<file path="config.mk">
export PLATFORM = sky130hd
export DESIGN_NAME = cdm_core_clock_duty_modulator
export DESIGN_NICKNAME = d
export VERILOG_FILES = /design/src/rtl/cdm_pkg.sv /design/src/rtl/cdm_core_clock_duty_modulator.sv
export VERILOG_INCLUDE_DIRS = /design/src /design/src/rtl
export SDC_FILE = /design/constraint.sdc
export NUM_CORES = 1
export LEC_CHECK = 0
export ABC_AREA = 0
export BUFFER_PORTS_ARGS = -buffer_cell sky130_fd_sc_hd__buf_2
export CORE_MARGIN = 2
export CORE_UTILIZATION = 48
export CTS_CLUSTER_SIZE = 24
export DETAILED_ROUTE_END_ITERATION = 8
export GPL_TIMING_DRIVEN = 0
export PLACE_DENSITY = 0.88
export SLEW_MARGIN = 20
export SYNTH_ARGS = -nofsm -noshare
export SYNTH_HDL_FRONTEND = slang
export SYNTH_SLANG_ARGS = --single-unit
</file>
<file path="constraint.sdc">
create_clock -name clk_in -period 8.9 [get_ports clk_in]
set_input_delay 1.335 -clock clk_in [delete_from_list [all_inputs] [get_ports clk_in]]
set_output_delay 1.335 -clock clk_in [all_outputs]
set_load 0.01 [all_outputs]
</file>
<file path="src/rtl/cdm_consts.svh">
// Purpose: constants of the core clock duty modulator
// Assumes: 100 MHz clock, one microsecond modulation tick
// Notes: included by the design module only
// Operation
// - period register bits 2:0 give a period of two to that power, microseconds
// - periods 2 to 128 microseconds only; default period is 32
// - on slice is period >> duty; off slice is period >> (8 - duty)
// - thermal fallback throttle forces a fixed 37.5% duty
// - priority: thermal fallback, then legacy package duty, then thread requests
// - thread requests modulate only when both thread enables are set
// - selected duty is latched at each period start
// - changes during a period wait until that whole period has finished
// - duty codes are three bits; code zero acts as 50%
// - thread duty is the larger code, sampled only when idle
// - one package-wide legacy register; the last write wins
`ifndef CDM_CONSTS_SVH
`define CDM_CONSTS_SVH
`define CDM_PERIOD_OFS 12'h276
`define CDM_PERIOD_MSB 2
`define CDM_PERIOD_RST 3'h5
`define CDM_PERIOD_MIN 3'h1
`define CDM_REQ_EN_BIT 4
`define CDM_REQ_DUTY_MSB 3
`define CDM_REQ_DUTY_LSB 1
`define CDM_THERMAL_DUTY 3'h3
`define CDM_ZERO_DUTY 3'h4
`define CDM_DUTY_SPAN 4'h8
`define CDM_CLK_NS 10
`define CDM_TICK_NS 1000
`define CDM_TICK_CYCLES ((`CDM_TICK_NS + `CDM_CLK_NS - 1) / `CDM_CLK_NS)
`endif

</file>
<file path="src/rtl/cdm_pkg.sv">
// Purpose: types of the core clock duty modulator
// Assumes: nothing beyond the constants header
// Notes: state codes written out
package cdm_pkg;
  typedef enum logic [1:0] {
    CDM_IDLE = 2'b00,
    CDM_ON = 2'b01,
    CDM_OFF = 2'b10
  } cdm_state_t;
endpackage

</file>
<file path="src/rtl/cdm_core_clock_duty_modulator.sv">
// Purpose: per-core clock duty modulation with period, priority and slice timing
// Assumes: inputs synchronous to clk_in; request words hold enable bit 4, duty 3:1
// Notes: gate_en_out high lets the core clock run
`timescale 1ns/1ps
`include "cdm_consts.svh"
module cdm_core_clock_duty_modulator
  import cdm_pkg::*;
#(
  parameter int TICK_CYCLES = `CDM_TICK_CYCLES
) (
  input wire logic clk_in,
  input wire logic resetn_in,
  input wire logic [11:0] reg_addr_in,
  input wire logic reg_wr_in,
  input wire logic reg_rd_in,
  input wire logic [63:0] reg_wdata_in,
  output logic [63:0] reg_rdata_out,
  input wire logic pkg_wr_in,
  input wire logic [31:0] pkg_wdata_in,
  input wire logic [31:0] thr0_req_in,
  input wire logic [31:0] thr1_req_in,
  input wire logic thermal_in,
  output logic gate_en_out,
  output logic modulating_out,
  output logic [2:0] duty_out
);
  // refuse tick divisors that the seven-bit tick counter cannot hold
  if (TICK_CYCLES < 1 || TICK_CYCLES > 128) begin : g_tick_range
    $error("TICK_CYCLES out of range");
  end

  localparam logic [6:0] TICK_LAST = 7'(TICK_CYCLES - 1);

  cdm_state_t state_r, state_nxt;
  logic [6:0] tick_cnt_r, tick_cnt_nxt;
  logic tick;
  logic [2:0] per_code_r, per_code_nxt;
  logic [63:0] rdata_r, rdata_nxt;
  logic leg_en_r, leg_en_nxt;
  logic [2:0] leg_duty_r, leg_duty_nxt;
  logic [2:0] duty_r, duty_nxt;
  logic [2:0] per_lat_r, per_lat_nxt;
  logic [7:0] cnt_r, cnt_nxt;
  logic gate_r, gate_nxt;
  logic [2:0] code_eff, lat_eff, d0, d1, leg_d, thr_d, sel_duty;
  logic engaged;
  logic [7:0] cand_on, cand_off, cur_off;

  // zero duty behaves as 50%
  function automatic logic [2:0] fix_duty(input logic [2:0] d);
    fix_duty = (d == 3'h0) ? `CDM_ZERO_DUTY : d;
  endfunction

  // unsupported code 0 would give 1 us, so it is served as the 2 us minimum
  function automatic logic [7:0] per_len(input logic [2:0] c);
    logic [2:0] ce;
    ce = (c < `CDM_PERIOD_MIN) ? `CDM_PERIOD_MIN : c;
    per_len = 8'(8'h01 << ce);
  endfunction

  // microsecond tick from the uncore clock
  always_comb begin
    tick = (tick_cnt_r == TICK_LAST);
    tick_cnt_nxt = tick ? 7'h00 : 7'(tick_cnt_r + 7'h01);
  end

  // period register and package legacy register
  always_comb begin
    per_code_nxt = per_code_r;
    leg_en_nxt = leg_en_r;
    leg_duty_nxt = leg_duty_r;
    rdata_nxt = rdata_r;
    if (reg_wr_in && reg_addr_in == `CDM_PERIOD_OFS) begin
      per_code_nxt = reg_wdata_in[`CDM_PERIOD_MSB:0];
    end
    // one shared copy; whichever core writes last owns it
    if (pkg_wr_in) begin
      leg_en_nxt = pkg_wdata_in[`CDM_REQ_EN_BIT];
      leg_duty_nxt = pkg_wdata_in[`CDM_REQ_DUTY_MSB:`CDM_REQ_DUTY_LSB];
    end
    // unmapped reads return zero
    if (reg_rd_in) begin
      rdata_nxt = (reg_addr_in == `CDM_PERIOD_OFS) ? {61'h0, per_code_r} : 64'h0;
    end
  end

  // duty selection by fixed priority
  always_comb begin
    d0 = fix_duty(thr0_req_in[`CDM_REQ_DUTY_MSB:`CDM_REQ_DUTY_LSB]);
    d1 = fix_duty(thr1_req_in[`CDM_REQ_DUTY_MSB:`CDM_REQ_DUTY_LSB]);
    thr_d = (d0 > d1) ? d0 : d1;
    leg_d = fix_duty(leg_duty_r);
    code_eff = per_code_r;
    lat_eff = per_lat_r;
    if (thermal_in) begin
      sel_duty = `CDM_THERMAL_DUTY;
    end else if (leg_en_r) begin
      sel_duty = leg_d;
    end else begin
      sel_duty = thr_d;
    end
    engaged = thermal_in || leg_en_r ||
      (thr0_req_in[`CDM_REQ_EN_BIT] && thr1_req_in[`CDM_REQ_EN_BIT]);
    cand_on = per_len(code_eff) >> sel_duty;
    cand_off = per_len(code_eff) >> (`CDM_DUTY_SPAN - {1'b0, sel_duty});
    cur_off = per_len(lat_eff) >> (`CDM_DUTY_SPAN - {1'b0, duty_r});
  end

  // modulation state machine; inputs are looked at only at period starts
  always_comb begin
    state_nxt = state_r;
    duty_nxt = duty_r;
    per_lat_nxt = per_lat_r;
    cnt_nxt = cnt_r;
    case (state_r)
      CDM_IDLE: begin
        if (tick && engaged) begin
          duty_nxt = sel_duty;
          per_lat_nxt = code_eff;
          if (cand_on != 8'h00) begin
            state_nxt = CDM_ON;
            cnt_nxt = 8'(cand_on - 8'h01);
          end else if (cand_off != 8'h00) begin
            state_nxt = CDM_OFF;
            cnt_nxt = 8'(cand_off - 8'h01);
          end
        end
      end
      CDM_ON: begin
        if (tick) begin
          if (cnt_r != 8'h00) begin
            cnt_nxt = 8'(cnt_r - 8'h01);
          end else if (cur_off != 8'h00) begin
            state_nxt = CDM_OFF;
            cnt_nxt = 8'(cur_off - 8'h01);
          end else begin
            state_nxt = CDM_IDLE;
          end
        end
      end
      CDM_OFF: begin
        // back through idle so the next period reloads the duty
        if (tick) begin
          if (cnt_r != 8'h00) begin
            cnt_nxt = 8'(cnt_r - 8'h01);
          end else begin
            state_nxt = CDM_IDLE;
          end
        end
      end
      default: begin
        state_nxt = CDM_IDLE;
      end
    endcase
    gate_nxt = (state_nxt != CDM_OFF);
  end

  // registers
  always_ff @(posedge clk_in or negedge resetn_in) begin
    if (!resetn_in) begin
      state_r <= CDM_IDLE;
      tick_cnt_r <= 7'h00;
      per_code_r <= `CDM_PERIOD_RST;
      rdata_r <= 64'h0;
      leg_en_r <= 1'b0;
      leg_duty_r <= 3'h0;
      duty_r <= 3'h0;
      per_lat_r <= `CDM_PERIOD_RST;
      cnt_r <= 8'h00;
      gate_r <= 1'b1;
    end else begin
      state_r <= state_nxt;
      tick_cnt_r <= tick_cnt_nxt;
      per_code_r <= per_code_nxt;
      rdata_r <= rdata_nxt;
      leg_en_r <= leg_en_nxt;
      leg_duty_r <= leg_duty_nxt;
      duty_r <= duty_nxt;
      per_lat_r <= per_lat_nxt;
      cnt_r <= cnt_nxt;
      gate_r <= gate_nxt;
    end
  end

  assign reg_rdata_out = rdata_r;
  assign gate_en_out = gate_r;
  assign modulating_out = (state_r != CDM_IDLE);
  assign duty_out = duty_r;
endmodule

</file>
==> out/results.tsv <==
metric	value	unit
start_util	0.491	
critPathMaxStageDelay	0.44	ns
yosysTopAreaCell	dfrtp_1	
ys.flop_type	dfrtp_1	
fin_crit	6.09	ns
grt_pass1_wl	16.2	mm
path_class	in -> reg	
place_congestion	0.947	
fin_crit_sh	0.684	
synthTopCellsByArea	dfrtp_1 18%, buf_4 11%, ha_1 4.4%, nand2_1 4.2%, o21ai_0 3.9%	
setup_violations	0	
rr_worst_depth	17	
crit_fanout	10	
cts_setup_buffers	0	
wl_per_cell	13.3	um
critPathSlowestCell	o41ai_4	
clk_path_buf_depth	2	
vias	3887	
slew_headroom	0.399	
worstMarginPinSlew	0.895	ns
ctsResizeCount	0	
yosysWarnings	0	
final_layout_size_suffix_gt1_frac	0.256	
hp-start	tick_cnt_r[0]$_DFF_PN0_	
fin_skew	0.0124	ns
diodes	0	
crit_chain	buf_2 -> o21ba_2 -> inv_1 -> ha_1 -> buf_2 -> nand4_1 -> o221ai_2 -> o41ai_4 -> buf_2 -> ha_1 -> nor3_1 -> mux2_2 -> a21oi_1 -> and3_1 -> mux2i_1 -> a22oi_1 -> a2bb2oi_1 -> ha_1 -> nand3_1 -> a211oi_1 -> xor2_1 -> o311ai_1	
grt_usage	0.221	
cp_data_arrival_time	6.26	ns
maxCapViolCount	0	
synth.avg_cell_area	8.00	um2
hold_violations	0	
clk_pin_slew	0.08	ns
cts_buffers	5	
path_depth	22	
drv_slew	0	
drt_iter0_drc	282	
drc	0	
hold_buffers	0	
worst_setup_path_end_kind	flop	
endpoint	cnt_r[6]$_DFFE_PN0P_	
r2r_end	cnt_r[6]$_DFFE_PN0P_	
grt_max_degree	35	
port_buffers	40	
num_rows	33	
clock_latency	0.30	ns
grt_overflow	0	
dp_hpwl	7.50	mm
wirelength	9.46	mm
ir_worst_vdd	78.7	uV
cts.sinks	34	
first_global_vias	3699	
cts_root_buf	clkbuf_8	
ys_types	81	
viasPerCell	5.44	
htree_levels	2	
die_w	95.4	um
setup_tns	0	ns
start_kind	primary input	
status	complete, no violations	
synth_most_common_cell	buf_4	
syn2layout_area_growth	17.3	%
dr.pass1.iters	5	
nets	800	
rsz0062_at_grt	no	
seq_area_frac_synth	0.214	
antenna_found_initial	0	
ant_nets	0	
power.density	103	nW/um2
worstPathRequired	9.07	ns
power.leakage	2.21	nW
netlist_area	4010	um2
core	8180	um2
cts_tree	built	
min_path_type	reg -> reg	
regToRegStartpoint	leg_en_r$_DFFE_PN0P_	
num_io_pins	247	
yosys.area.top_type_share	0.181	
synth_common_cells	61 x buf_4, 45 x nand2_1, 31 x o21ai_0, 30 x nor2_1, 29 x dfrtp_1	
dieArea	9100	um2
crit_buf_inv	4	
synthArstFlopShare	1.00	
cp_top_family	compound AO/OA/AOI/OAI gates	
rrSetupSlack	4.14	ns
hold_slack	0.461	ns
synth_seq_cells	34	
synth_edf_count	0	
syn-instance-count	501	
fmax	0.164	GHz
die_height	95.4	um
cp-startpoint	thr0_req_in[3]	
kinds of logic after synthesis:
logic type	share of synthesized area
and+or+nand+nor	0.226
AOI/OAI and AO/OA	0.248
buffers and inverters	0.168
DFF	0.214
muxes	0.0615
xor gates and xnor gates	0.0390
adders and majority gates	0.0437
other	0.000935
worst min path at each step:
| stage | endpoint | slack (ns) | depth (start not counted) |
|---|---|---|---|
| after floorplan | tick_cnt_r[0]$_DFF_PN0_ | 0.43 | 1 |
| after global routing | tick_cnt_r[0]$_DFF_PN0_ | 0.50 | 1 |
| after global placement | tick_cnt_r[0]$_DFF_PN0_ | 0.45 | 1 |
| after detailed placement | tick_cnt_r[0]$_DFF_PN0_ | 0.45 | 1 |
| after CTS | tick_cnt_r[0]$_DFF_PN0_ | 0.46 | 1 |
| final | tick_cnt_r[0]$_DFF_PN0_ | 0.46 | 1 |
layout by cell type, fill, tap and decap left out, drive strengths merged, types with 13 or more instances in the layout:
cell type  count
a21oi         20
buf          109
nor2          30
conb          61
nand3         13
o21ai         34
mux2          13
inv           23
nand2         46
clkbuf        21
ha            14
dfrtp         29
per-stage QoR:
step	setup slack [ns]	instances	total power, mW	utilization	area (um2)
2_1_floorplan	3.57	561	0.279	-	4240
3_3_place_gp	2.83	706	0.308	0.559	4570
3_5_place_dp	2.67	706	0.312	0.559	4570
4_1_cts	2.89	714	0.485	0.575	4700
5_1_grt	2.54	714	0.513	0.575	4700
6_report	2.81	714	0.485	0.575	4700
worst register-to-register path: cells and delay by family (launching register included):
kind	cells	cell delay, ns
compound gates	6	1.76
xor+xnor	1	0.28
fa+ha+maj	2	0.52
buf+inv	2	0.44
flops	1	0.38
mux	2	0.39
simple gates	4	0.85
per-layer routing:
layer | track usage | share of wire | vias to the layer above
met4 | 0.0798 | 0.022 | 0
li1 | - | - | 1913
met1 | 0.267 | 0.40 | 1765
met5 | 0 | 0 | -
met3 | 0.0522 | 0.079 | 27
met2 | 0.384 | 0.49 | 182
sequential cells by signal (all words and copies together), names as in the netlist:
name	cells
cnt_r	8
leg_en_r	1
reg_rdata_out	3
gate_en_out	1
duty_out	3
lat_eff	3
state_r	2
leg_duty_r	3
tick_cnt_r	7
code_eff	3
final cells by class:
type	count	area, um2
Buffer	85	577
Clock buffer	5	68.8
Clock inverter	3	68.8
Fill cell	728	3470
Inverter	24	95.1
Multi-Input combinational cell	418	2710
Sequential cell	34	857
Tap cell	105	131
Timing Repair Buffer	40	200
where the power goes:
part / switching (mW) / total [mW] / internal, mW / leakage, nW
clock: 0.0609 / 0.173 / 0.112 / 0.0683
combinational: 0.0889 / 0.154 / 0.0656 / 1.71
sequential: 0.00149 / 0.158 / 0.156 / 0.428
total: 0.151 / 0.485 / 0.334 / 2.21
Power figures use the tool's default switching activity.
